<file path="config.mk">
export PLATFORM = sky130hd
export DESIGN_NAME = sar_adc_control_compare
export DESIGN_NICKNAME = d
export VERILOG_FILES = /design/src/design/adc_ctrl_pkg.sv /design/src/design/sar_adc_control_compare.sv
export VERILOG_INCLUDE_DIRS = /design/src /design/src/design
export SDC_FILE = /design/constraint.sdc
export NUM_CORES = 1
export LEC_CHECK = 0
export BUFFER_PORTS_ARGS = -buffer_cell sky130_fd_sc_hd__buf_4
export CAP_MARGIN = 25
export CORE_ASPECT_RATIO = 0.7
export CORE_MARGIN = 4
export CORE_UTILIZATION = 48
export CTS_BUF_LIST = sky130_fd_sc_hd__clkbuf_4 sky130_fd_sc_hd__clkbuf_8 sky130_fd_sc_hd__clkbuf_16
export DETAILED_ROUTE_END_ITERATION = 7
export GPL_ROUTABILITY_DRIVEN = 0
export HOLD_SLACK_MARGIN = 0.1
export PLACE_DENSITY = 0.77
export SLEW_MARGIN = 20
export SYNTH_ARGS = -nofsm -noshare
export SYNTH_HDL_FRONTEND = slang
export SYNTH_SLANG_ARGS = --single-unit
</file>
<file path="constraint.sdc">
create_clock -name core_clk -period 2.35 [get_ports core_clk]
set_input_delay 0.1175 -clock core_clk [delete_from_list [all_inputs] [get_ports core_clk]]
set_output_delay 0.1175 -clock core_clk [all_outputs]
set_load 0.05 [all_outputs]
</file>
<file path="src/design/adc_ctrl_params.svh">
/*
 * Constants for the converter control block: register offsets, field
 * positions, reset values and timing figures.
 * Assumes inclusion by bare name from the design files.
 */
`ifndef ADC_CTRL_PARAMS_SVH
`define ADC_CTRL_PARAMS_SVH

// ==========================================================
// Register offsets (byte addresses on the bus)
`define OFS_CTRL_EXT     8'h92
`define OFS_MAIN_CTRL    8'h93
`define OFS_TIMING       8'h94
`define OFS_PIN_EN       8'h95
`define OFS_RES_LOW      8'h96
`define OFS_RES_HIGH     8'h97
`define OFS_IRQ_STATUS   8'ha0
`define OFS_IRQ_MASK     8'ha4

// ==========================================================
// Main control fields
`define MC_POWER         7
`define MC_FLAG          6
`define MC_CMP_EN        5
`define MC_REF_SEL       4
`define MC_GO            0
// Extension control fields
`define CE_WIDTH_SEL     2
`define CE_PIN8_EN       1
`define CE_CHAN_MSB      0

// ==========================================================
// Reset values
`define RST_BYTE         8'h00
`define MAIN_RST         8'h00

// ==========================================================
// Timing and channel codes
`define SAMPLE_MIN       4'h2
`define SAMPLE_MAX       4'hf
`define CONV_BITS        4'hc
`define INT_REF_CODE     2'h3
`define LAST_CHAN        4'h8

`endif

</file>
<file path="src/design/adc_ctrl_pkg.sv">
/*
 * Types shared by the converter control block.
 * Assumes no surroundings beyond the header of constants.
 */
package adc_ctrl_pkg;
   // Conversion sequencer states
   typedef enum logic [1:0] {
      ST_IDLE,
      ST_SAMPLE,
      ST_CONVERT
   } conv_state_e;
endpackage

</file>
<file path="src/design/sar_adc_control_compare.sv">
/*
 * Control and result logic for a 12-bit successive-approximation converter:
 * register file on Avalon-MM, channel/reference routing, clock divider,
 * sample phase, result packing, compare mode and interrupt.
 * Assumes an analog core that, when told to sample and then convert, offers
 * a 12-bit code and a compare outcome; its bit decisions are paced here.
 */
// The implementer's own choice: the Avalon-MM slave port.
// Contract
// - channel code from msb plus low field
// - go bit starts; hardware clears on completion
// - clearing go mid-conversion aborts it
// - compare mode keeps go set, continuous
// - reference select picks external pin
// - width select packs 12-bit or 10-bit
// - pin8 enable ignored under external reference
// - divider field sets clock period
// - polarity picks above or below compare
// - sample phase field+1, clamped 2..15
// - conversion is sample plus twelve periods
// - pin enable bits select analog pins
// - results load only on completion
// - operates only while powered on
// - completion or compare sets sticky flag
`timescale 1ns/1ns
`include "adc_ctrl_params.svh"

module sar_adc_control_compare (
   input  wire logic        core_clk,
   input  wire logic        reset_n,
   // Avalon-MM slave
   input  wire logic [7:0]  address,
   input  wire logic        read,
   input  wire logic        write,
   input  wire logic [31:0] writedata,
   input  wire logic [3:0]  byteenable,
   output logic      [31:0] readdata,
   output logic             waitrequest,
   output logic             irq,
   // Analog front end
   output logic [3:0]       chan_code,
   output logic             int_ref_route,
   output logic             ext_ref_pin_en,
   output logic [8:0]       pin_analog_mode,
   output logic             adc_enable,
   output logic             sample_en,
   output logic             conv_step,
   input  wire logic [11:0] core_result,
   input  wire logic        core_above,
   input  wire logic        core_below
);

   // ==========================================================
   // Reset synchroniser
   logic rst_meta_q;   // First stage
   logic rst_sync_n_q; // Released reset used throughout

   always_ff @(posedge core_clk or negedge reset_n) begin
      if (!reset_n) begin
         rst_meta_q   <= 1'b0;
         rst_sync_n_q <= 1'b0;
      end else begin
         rst_meta_q   <= 1'b1;
         rst_sync_n_q <= rst_meta_q;
      end
   end

   // ==========================================================
   // Register storage
   logic [7:0]  main_q;        // Power, compare enable, ref sel, channel low, go
   logic [2:0]  ext_q;         // Width select, pin8 enable, channel msb
   logic [7:0]  timing_q;      // Divider, polarity, sample length
   logic [7:0]  pin_en_q;      // Pin analog enables
   logic [11:0] result_q;      // Result or compare value
   logic [1:0]  irq_stat_q;    // Sticky: [0] conversion done, [1] compare hit
   logic [1:0]  irq_mask_q;    // Enables for status bits
   logic        flag_q;        // Converter interrupt flag
   logic        ack_q;         // One-cycle answer to a request

   // Bus decode: each access answers one cycle after it is seen.
   // Writes land on the edge where waitrequest is seen low; read data is
   // captured one edge earlier so that it stands at that same edge.
   logic wr_fire;
   logic rd_fire;
   assign wr_fire     = write & ack_q;
   assign rd_fire     = read & ~ack_q;
   assign waitrequest = (read | write) & ~ack_q;

   // Sequencer events
   adc_ctrl_pkg::conv_state_e state_q;
   logic conv_done;   // Conversion finished this cycle
   logic cmp_done;    // Compare pass finished this cycle
   logic cmp_hit;     // Compare condition met at end of pass

   // Register-write helpers
   logic wr_main;
   assign wr_main = wr_fire & byteenable[0] & (address == `OFS_MAIN_CTRL);

   // ==========================================================
   // Acknowledge: waitrequest drops for exactly one cycle per access
   always_ff @(posedge core_clk or negedge rst_sync_n_q) begin
      if (!rst_sync_n_q) begin
         ack_q <= 1'b0;
      end else begin
         ack_q <= (read | write) & ~ack_q;
      end
   end

   // ==========================================================
   // Main control: go bit cleared by hardware on completion outside compare mode, and in any mode while power is off
   always_ff @(posedge core_clk or negedge rst_sync_n_q) begin
      if (!rst_sync_n_q) begin
         main_q <= `MAIN_RST;
      end else begin
         if (wr_main) begin
            main_q <= writedata[7:0];
         end
         if (conv_done && !main_q[`MC_CMP_EN] && !wr_main) begin
            main_q[`MC_GO] <= 1'b0;
         end
         if (!main_q[`MC_POWER] && !wr_main) begin
            main_q[`MC_GO] <= 1'b0;
         end
      end
   end

   // ==========================================================
   // Interrupt flag: set wins over a software clear
   always_ff @(posedge core_clk or negedge rst_sync_n_q) begin
      if (!rst_sync_n_q) begin
         flag_q <= 1'b0;
      end else if (conv_done || cmp_hit) begin
         flag_q <= 1'b1;
      end else if (wr_main) begin
         flag_q <= writedata[`MC_FLAG];
      end
   end

   // ==========================================================
   // Other configuration registers
   always_ff @(posedge core_clk or negedge rst_sync_n_q) begin
      if (!rst_sync_n_q) begin
         ext_q      <= 3'h0;
         timing_q   <= `RST_BYTE;
         pin_en_q   <= `RST_BYTE;
         irq_mask_q <= 2'h0;
      end else if (wr_fire && byteenable[0]) begin
         case (address)
            `OFS_CTRL_EXT:  ext_q      <= writedata[2:0];
            `OFS_TIMING:    timing_q   <= writedata[7:0];
            `OFS_PIN_EN:    pin_en_q   <= writedata[7:0];
            `OFS_IRQ_MASK:  irq_mask_q <= writedata[1:0];
            default:        ;
         endcase
      end
   end

   // ==========================================================
   // Result registers: converter writes on completion only; software
   // writes set the compare value
   logic [11:0] packed_res;
   always_comb begin
      packed_res = core_result;
      if (ext_q[`CE_WIDTH_SEL]) begin
         // Ten-bit code: top byte unchanged, its two low bits at the bottom
         packed_res = {core_result[11:4], 2'h0, core_result[3:2]};
      end
   end

   always_ff @(posedge core_clk or negedge rst_sync_n_q) begin
      if (!rst_sync_n_q) begin
         result_q <= 12'h000;
      end else if (conv_done) begin
         result_q <= packed_res;
      end else if (wr_fire && byteenable[0] && address == `OFS_RES_LOW) begin
         result_q[3:0] <= writedata[3:0];
      end else if (wr_fire && byteenable[0] && address == `OFS_RES_HIGH) begin
         result_q[11:4] <= writedata[7:0];
      end
   end

   // ==========================================================
   // Interrupt status: sticky, cleared by reading; a new event wins
   always_ff @(posedge core_clk or negedge rst_sync_n_q) begin
      if (!rst_sync_n_q) begin
         irq_stat_q <= 2'h0;
      end else begin
         irq_stat_q <= ((rd_fire && address == `OFS_IRQ_STATUS) ? 2'h0 : irq_stat_q)
                       | {cmp_hit, conv_done};
      end
   end

   assign irq = |(irq_stat_q & irq_mask_q);

   // ==========================================================
   // Read data, registered
   always_ff @(posedge core_clk or negedge rst_sync_n_q) begin
      if (!rst_sync_n_q) begin
         readdata <= 32'h0000_0000;
      end else if (rd_fire) begin
         case (address)
            `OFS_MAIN_CTRL:  readdata <= {24'h0, main_q[7], flag_q, main_q[5:0]};
            `OFS_CTRL_EXT:   readdata <= {29'h0, ext_q};
            `OFS_TIMING:     readdata <= {24'h0, timing_q};
            `OFS_PIN_EN:     readdata <= {24'h0, pin_en_q};
            `OFS_RES_LOW:    readdata <= {28'h0, result_q[3:0]};
            `OFS_RES_HIGH:   readdata <= {24'h0, result_q[11:4]};
            `OFS_IRQ_STATUS: readdata <= {30'h0, irq_stat_q};
            `OFS_IRQ_MASK:   readdata <= {30'h0, irq_mask_q};
            default:         readdata <= 32'h0000_0000;
         endcase
      end
   end

   // ==========================================================
   // Routing to the analog front end
   logic ext_ref;
   assign ext_ref = main_q[`MC_REF_SEL];

   always_ff @(posedge core_clk or negedge rst_sync_n_q) begin
      if (!rst_sync_n_q) begin
         chan_code       <= 4'h0;
         int_ref_route   <= 1'b0;
         ext_ref_pin_en  <= 1'b0;
         pin_analog_mode <= 9'h000;
         adc_enable      <= 1'b0;
      end else begin
         chan_code       <= {ext_q[`CE_CHAN_MSB], main_q[3:1]};
         int_ref_route   <= ({ext_q[`CE_CHAN_MSB], main_q[3]} == `INT_REF_CODE);
         ext_ref_pin_en  <= ext_ref;
         // Under external reference the shared pin serves the reference
         pin_analog_mode <= {ext_q[`CE_PIN8_EN] & ~ext_ref, pin_en_q};
         adc_enable      <= main_q[`MC_POWER];
      end
   end

   // ==========================================================
   // Converter clock divider
   logic [5:0] div_len;
   always_comb begin
      case (timing_q[7:5])
         3'h0:    div_len = 6'h02;
         3'h1:    div_len = 6'h04;
         3'h2:    div_len = 6'h06;
         3'h3:    div_len = 6'h08;
         3'h4:    div_len = 6'h0c;
         3'h5:    div_len = 6'h10;
         3'h6:    div_len = 6'h18;
         default: div_len = 6'h20;
      endcase
   end

   logic [5:0] div_q;
   logic       tick;   // One system clock per converter period
   assign tick = (div_q == div_len - 6'h01);

   logic running;
   assign running = main_q[`MC_GO] & main_q[`MC_POWER];

   always_ff @(posedge core_clk or negedge rst_sync_n_q) begin
      if (!rst_sync_n_q) begin
         div_q <= 6'h00;
      end else if (!running || state_q == adc_ctrl_pkg::ST_IDLE || tick) begin
         div_q <= 6'h00;
      end else begin
         div_q <= div_q + 6'h01;
      end
   end

   // ==========================================================
   // Sample length: field+1, clamped
   logic [3:0] samp_len;
   always_comb begin
      samp_len = timing_q[3:0] + 4'h1;
      if (timing_q[3:0] == 4'hf) begin
         samp_len = `SAMPLE_MAX;
      end else if (samp_len < `SAMPLE_MIN) begin
         samp_len = `SAMPLE_MIN;
      end
   end

   // ==========================================================
   // Sequencer: sample then twelve bit periods
   logic [3:0] cnt_q;
   always_ff @(posedge core_clk or negedge rst_sync_n_q) begin
      if (!rst_sync_n_q) begin
         state_q <= adc_ctrl_pkg::ST_IDLE;
         cnt_q   <= 4'h0;
      end else if (!running) begin
         state_q <= adc_ctrl_pkg::ST_IDLE;
         cnt_q   <= 4'h0;
      end else begin
         case (state_q)
            adc_ctrl_pkg::ST_IDLE: begin
               state_q <= adc_ctrl_pkg::ST_SAMPLE;
               cnt_q   <= 4'h0;
            end
            adc_ctrl_pkg::ST_SAMPLE: begin
               if (tick) begin
                  if (cnt_q == samp_len - 4'h1) begin
                     state_q <= adc_ctrl_pkg::ST_CONVERT;
                     cnt_q   <= 4'h0;
                  end else begin
                     cnt_q <= cnt_q + 4'h1;
                  end
               end
            end
            adc_ctrl_pkg::ST_CONVERT: begin
               if (tick) begin
                  if (cnt_q == `CONV_BITS - 4'h1) begin
                     // Compare mode loops for another pass
                     state_q <= adc_ctrl_pkg::ST_IDLE;
                     cnt_q   <= 4'h0;
                  end else begin
                     cnt_q <= cnt_q + 4'h1;
                  end
               end
            end
            default: begin
               state_q <= adc_ctrl_pkg::ST_IDLE;
               cnt_q   <= 4'h0;
            end
         endcase
      end
   end

   logic pass_end;
   assign pass_end = running && state_q == adc_ctrl_pkg::ST_CONVERT && tick
                     && cnt_q == `CONV_BITS - 4'h1;
   assign conv_done = pass_end & ~main_q[`MC_CMP_EN];
   assign cmp_done  = pass_end & main_q[`MC_CMP_EN];
   assign cmp_hit   = cmp_done & (timing_q[4] ? core_below : core_above);
   assign sample_en = (state_q == adc_ctrl_pkg::ST_SAMPLE);
   assign conv_step = (state_q == adc_ctrl_pkg::ST_CONVERT) & tick;

   // ==========================================================
   // Checks
   chk_go_clear_done: assert property (@(posedge core_clk) disable iff (!rst_sync_n_q)
      conv_done && !wr_main |=> !main_q[`MC_GO])
      else $error("go bit not cleared after conversion");
   chk_go_held_cmp: assert property (@(posedge core_clk) disable iff (!rst_sync_n_q)
      cmp_done && !wr_main |=> main_q[`MC_GO])
      else $error("go bit cleared in compare mode");
   chk_abort_idle: assert property (@(posedge core_clk) disable iff (!rst_sync_n_q)
      state_q != adc_ctrl_pkg::ST_IDLE && !running |=> state_q == adc_ctrl_pkg::ST_IDLE)
      else $error("abort did not stop sequencer");
   chk_flag_sets: assert property (@(posedge core_clk) disable iff (!rst_sync_n_q)
      conv_done || cmp_hit |=> flag_q)
      else $error("flag not set on event");
   chk_result_stable: assert property (@(posedge core_clk) disable iff (!rst_sync_n_q)
      !conv_done && !wr_fire |=> $stable(result_q))
      else $error("result changed without cause");
   chk_pin8_ext_ref: assert property (@(posedge core_clk) disable iff (!rst_sync_n_q)
      ext_ref |=> !pin_analog_mode[8])
      else $error("pin8 analog under external reference");
   chk_sample_clamp: assert property (@(posedge core_clk) disable iff (!rst_sync_n_q)
      samp_len >= `SAMPLE_MIN && samp_len <= `SAMPLE_MAX)
      else $error("sample length out of range");
   chk_power_gate: assert property (@(posedge core_clk) disable iff (!rst_sync_n_q)
      !main_q[`MC_POWER] |=> state_q == adc_ctrl_pkg::ST_IDLE)
      else $error("converter active while off");
   chk_div_tick: assert property (@(posedge core_clk) disable iff (!rst_sync_n_q)
      tick |-> div_q == div_len - 6'h01)
      else $error("divider tick misplaced");
   chk_irq_level: assert property (@(posedge core_clk) disable iff (!rst_sync_n_q)
      irq == |(irq_stat_q & irq_mask_q))
      else $error("irq does not follow status");

   cov_conv_done: cover property (@(posedge core_clk) disable iff (!rst_sync_n_q) conv_done);
   cov_cmp_hit:   cover property (@(posedge core_clk) disable iff (!rst_sync_n_q) cmp_hit);
   cov_abort:     cover property (@(posedge core_clk) disable iff (!rst_sync_n_q)
      state_q == adc_ctrl_pkg::ST_CONVERT && !running);

endmodule

</file>
After elaboration in Yosys (flattened, before gate mapping)

Index checks and enable logic that the tools add are counted.

Register bits after elaboration: 107
Input port bits: 62
Output and inout port bits: 52
Word-level logic and storage cells: 131

Add/subtract/negate cells: 5
Magnitude comparators: 1
Equality and inequality tests: 26
Muxes and demuxes: 29
Bitwise logic cells: 17
Reductions and logical operators: 31

Operators with widths:

| operator                                          | number |
|---|---|
| == test 8 bit (second input constant)             | 8 |
| case mux 8 bit (8 select lines)                   | 1 |
| case mux 6 bit (7 select lines)                   | 1 |
| two-way mux 4 bit                                 | 9 |
| two-way mux 8 bit                                 | 2 |
| two-way mux 12 bit                                | 1 |
| two-way mux 2 bit                                 | 6 |
| AND reduction 2 bit                               | 6 |
| AND 1 bit                                         | 11 |
| logical AND 1 bit                                 | 10 |
| == test 3 bit (second input constant)             | 3 |
| != test 3 bit (second input constant)             | 3 |
| adder 4 x 1 -> 4 bit (second input constant)      | 2 |
| == test 4 bit (second input constant)             | 2 |
| case mux 4 bit (2 select lines)                   | 1 |
| adder 6 x 1 -> 6 bit (second input constant)      | 1 |
| == test 3 x 2 -> 1 bit (second input constant)    | 2 |
| == test 6 bit                                     | 1 |
| two-way mux 1 bit                                 | 6 |
| two-way mux 6 bit                                 | 1 |
| case mux 2 bit (3 select lines)                   | 1 |
| nonzero test 2 bit                                | 3 |
| subtractor 6 x 1 -> 6 bit (second input constant) | 1 |
| == test 2 bit (second input constant)             | 2 |
| other kinds (18)                                  | 25 |

Logic depth before layout (Yosys ltp)

Depth in word-level cells: 11
Mapped depth: 12
Gate-level depth less buffers: 10

Worst setup path before layout

OpenSTA, ideal clock, no wires.

Kind: reg-to-reg
Start point: register timing_q[7]
End point: register result_q[10]
Setup time: 126 ps
Arrival time: 2404 ps
Required time: 2224 ps
Slack: -180 ps
Stages on the path, launching flop included: 12
Path buffers: 2
Clock period less this slack: 2530 ps
Path through: dfrtp_1 -> buf_4 -> xor2_1 -> o21ai_0 -> ha_1 -> and4b_1 -> a21oi_1 -> xor2_1 -> nand3_2 -> nor4_4 -> buf_6 -> o21ai_0

Word-level cells in the longest chain between the ends: 9
Elaborated cells on any way between the ends: 17
Classes of those cells: add/sub: 1; eq/ne: 8; mux: 2; bitwise: 1; reduce/logical: 5

RTL lines:

| item                                                                 | RTL line                       | source |
|---|---|---|
| start, declared                                                      | sar_adc_control_compare.sv:72  | `logic [7:0] timing_q;` |
| start signal, assigned                                               | sar_adc_control_compare.sv:144 | `` timing_q <= `RST_BYTE; `` |
| start signal, assigned                                               | sar_adc_control_compare.sv:150 | `` `OFS_TIMING: timing_q <= writedata[7:0]; `` |
| == test 3 bit (tied with other cells)                                | sar_adc_control_compare.sv:241 | `case (timing_q[7:5])` |
| case mux 6 bit (7 select lines) (*)                                  | sar_adc_control_compare.sv:241 |  |
| subtractor 6 x 1 -> 6 bit (*)                                        | sar_adc_control_compare.sv:255 | `assign tick = (div_q == div_len - 6'h01);` |
| == test 6 bit (*)                                                    | sar_adc_control_compare.sv:255 |  |
| logical AND 1 bit (*) (2 in series)                                  | sar_adc_control_compare.sv:328 | `assign pass_end = running && state_q == adc_ctrl_pkg::ST_CONVERT && tick` |
| AND 1 bit (*)                                                        | sar_adc_control_compare.sv:330 | `` assign conv_done = pass_end & ~main_q[`MC_CMP_EN]; `` |
| != test 2 bit (no source line) or nonzero test 2 bit (tied branches) | --                             |  |
| AND reduction 2 bit (no source line)                                 | --                             |  |
| end signal, assigned                                                 | sar_adc_control_compare.sv:174 | `result_q <= packed_res;` |
| end signal, assigned                                                 | sar_adc_control_compare.sv:178 | `result_q[11:4] <= writedata[7:0];` |
| end, declared                                                        | sar_adc_control_compare.sv:74  | `logic [11:0] result_q;` |

Every way passes the cells marked *; elsewhere a longest branch is shown, timed or not.
A chain may end at the register's enable or synchronous reset.

Worst setup path after layout

Start point: register timing_q[7]
End point: register result_q[2]

Word-level cells in the longest chain between the ends: 8
Elaborated cells on any way between the ends: 15
Classes of those cells: add/sub: 1; eq/ne: 7; mux: 2; bitwise: 1; reduce/logical: 4

RTL lines:

| item                                                     | RTL line                       | source |
|---|---|---|
| == test 3 bit (tied with other cells)                    | sar_adc_control_compare.sv:241 |  |
| case mux 6 bit (7 select lines) (*)                      | sar_adc_control_compare.sv:241 |  |
| subtractor 6 x 1 -> 6 bit (*)                            | sar_adc_control_compare.sv:255 |  |
| == test 6 bit (*)                                        | sar_adc_control_compare.sv:255 |  |
| logical AND 1 bit (*) (2 in series)                      | sar_adc_control_compare.sv:328 |  |
| AND 1 bit (*)                                            | sar_adc_control_compare.sv:330 |  |
| two-way mux 12 bit or nonzero test 2 bit (tied branches) | --                             |  |
| end signal, assigned                                     | sar_adc_control_compare.sv:174 |  |
| end signal, assigned                                     | sar_adc_control_compare.sv:176 | `result_q[3:0] <= writedata[3:0];` |

Marked as above.

==> flow_metrics.tcl <==
set metrics [dict create \
    yosysUniqueCellTypes 62 \
    synth_seq_cells 82 \
    grt_setup_unrepaired "yes" \
    initialDrtViolationCount 283 \
    finalCritPeriodShare 1.018 \
    stdcell_area_um2 5867 \
    synth_area_leaders "dfrtp_1 47%, mux2_2 6.8%, buf_4 4.5%" \
    syn_inst 401 \
    cts-buffers-inserted 9 \
    yosysMostFrequentCell "dfrtp_1" \
    worstPathArrival_ns 2.66 \
    seq_area_um2 2058 \
    grt_pass1_vias 3590 \
    portBuffers 62 \
    antenna_found_initial 0 \
    syn_to_final_growth_pct 35.60 \
    utilization 0.6807 \
    max-vdd-ir-drop_v 0.0005659 \
    firstDrtPassIters 5 \
    worstMarginPinSlew_ns 0.5674 \
    grt_pass1_wl_mm 18.47 \
    maxSlewViolCount 0 \
    avgViaCountPerCell 5.532 \
    ys_seq_area_frac 0.4743 \
    fillCellCount 658 \
    htree_num_levels 3 \
    tns_ns -0.2918 \
    p_per_area_nw_per_um2 558.8 \
    path_buf_inv 3 \
    cap_violations 0 \
    path_cells "xor2_1 > o21ai_2 > ha_4 > and4b_1 > a21oi_2 > xor2_2 > nand3_2 > buf_6 > nor4_4 > buf_4 > buf_12 > nand3b_1 > o21ai_1" \
    synth_top_area_share 0.4743 \
    violations "setup timing" \
    die_w_um 121.5 \
    worstPathRequired_ns 2.62 \
    yosys_warnings 0 \
    start_util 0.5020 \
    core_area_um2 8618 \
    async_flop_share 1.000 \
    die_h_um 87.44 \
    synth_flop_cell "dfrtp_1" \
    power.static_leakage_nw 2.786 \
    cts.path.max_buffers 2 \
    wire_per_inst_um 17.98 \
    critPathSlowestCell "dfrtp_2" \
    hold_slack_ns 0.1990 \
    io_pins 114 \
    hp-class "primary input to flop" \
    vias 3579 \
    grt_max_degree 43 \
    diodes 0 \
    synth_edf_count 0 \
    slew_headroom 0.6218 \
    end_kind "flop" \
    grt.overflow.total 0 \
    finClkSkew_ns 0.006899 \
    final_hold_viol_count 0 \
    slowest_delay_ns 0.44 \
    nets 592 \
    period_needed_ns 2.393 \
    path_class "flop to flop" \
    start_kind "flop" \
    die_area_um2 10620 \
    cts_tree "yes" \
    syn_area_um2 4327 \
    pre_cts_slack_ns -0.06697 \
    drive_gt1_frac 0.3662 \
    row_count 28 \
    cts_root_buf "clkbuf_16" \
    critPathTopFamily "simple AND/OR/NAND/NOR gates" \
    synth.avg_cell_area_um2 10.79 \
    antenna_left 0 \
    yosys-top-cells-count "82 x dfrtp_1, 44 x nand2_1, 29 x o21ai_0, 26 x buf_4, 26 x mux2_2" \
    fmax_mhz 417.8 \
    fin_ws_ns -0.04343 \
    dpl_cell_area_um2 4991 \
    clkTransAtPathRegs_ns 0.06 \
    dpl.hpwl_mm 7.913 \
    path_max_fanout 7 \
    multi_input_area_um2 2212 \
    outcome "finished with violations" \
    setup_viol 12 \
    drc 0 \
    track_usage 0.2260 \
    insertion_delay_ns 0.34 \
    synth_top_area_cell "dfrtp_1" \
    routed_wirelength_mm 11.63 \
    clkSinkCount 82 \
]
flip-flops by register name, indices dropped and copies added (netlist names), 2 cells and up:
register and count:
cnt_q 4, ext_q 3, state_q 2, main_q 7, chan_code 4, pin_analog_mode 9, pin_en_q 8, irq_mask_q 2
timing_q 8, readdata 8, div_q 6, irq_stat_q 2, result_q 12
cell usage in the layout, fill, tap and decap left out, types with 6 or more instances in the layout:
cell type,count
buf_4,93
a22o_1,6
and3_1,6
o21ai_0,16
mux2i_1,16
nand3_1,7
dlygate4sd3_1,24
clkbuf_16,9
mux2_2,26
nor2_1,20
dfrtp_1,79
nand2b_1,7
o21ai_2,6
inv_1,8
o21ai_1,7
ha_1,6
nand2_1,38
conb_1,25
final timing paths:
| check | from | endpoint | slack, ns | depth (start not counted) |
|---|---|---|---|---|
| worst max-delay path | timing_q[7] | result_q[2] | -0.04 | 13 |
| worst min-delay path | address[2] | irq_stat_q[1] | 0.20 | 5 |
| worst max register to register | timing_q[7] | result_q[2] | -0.04 | 13 |
| worst min register to register | rst_sync_n_q | ack_q | 0.32 | 0 |
| max in group asynchronous | rst_sync_n_q | chan_code[2] | 1.42 | 1 |
| min in group asynchronous | rst_sync_n_q | ack_q | 0.32 | 0 |
layout make-up:
class	count	share of cell area
Timing Repair Buffer	127	0.1862
Clock inverter	5	0.01322
Sequential cell	82	0.3508
Multi-Input combinational cell	294	0.3771
Tap cell	120	0.02559
Inverter	8	0.005118
Clock buffer	11	0.04201
kinds of logic after synthesis:
| kind of cell | synth area share |
|---|---|
| adders and majority gates | 0.02314 |
| and+or+nand+nor | 0.1538 |
| xor gates and xnor gates | 0.02227 |
| other | 0.001736 |
| AOI/OAI and AO/OA | 0.1339 |
| muxes | 0.1203 |
| buffers and inverters | 0.07056 |
| DFF | 0.4743 |
where the power goes:
group	switching (mW)	total (mW)	internal, mW	leakage (nW)
combinational	0.195	0.308	0.113	1.49
clock	0.548	1.51	0.967	0.159
sequential	0.0265	1.46	1.43	1.13
worst reg2reg max path, delay by kind of cell (launching register included):
kind            cells  cell delay [ns]
fa+ha+maj           1             0.15
flops               1             0.44
xor+xnor            2             0.35
compound gates      3             0.40
simple gates        4             0.54
buf+inv             3             0.46
metrics by stage:
step                power (mW)  cells
finish                   3.278    647
global route             3.385    647
CTS                      3.289    644
detailed placement       1.745    592
global placement         1.739    592
floorplan                1.673    424
routing by layer:
metal	GRT usage	vias up	wire [um]
met3	0.05974	23	856
met4	0.07528	0	227
met5	0	-	0
met1	0.2985	1767	4847
met2	0.3649	157	5701
li1	-	1632	-
what timing repair did:
| item | in CTS | in global routing |
|---|---|---|
| endpoints found under the setup margin | 16 | 23 |
| hold buffers | 24 | 0 |
| pin swaps | 8 | 8 |
| hold endpoints to repair | 40 | 0 |
| cloned | 2 | 1 |
| resized for setup | 13 | 38 |
| buffers inserted | 10 | 3 |
(Power assumes the default switching activity.)
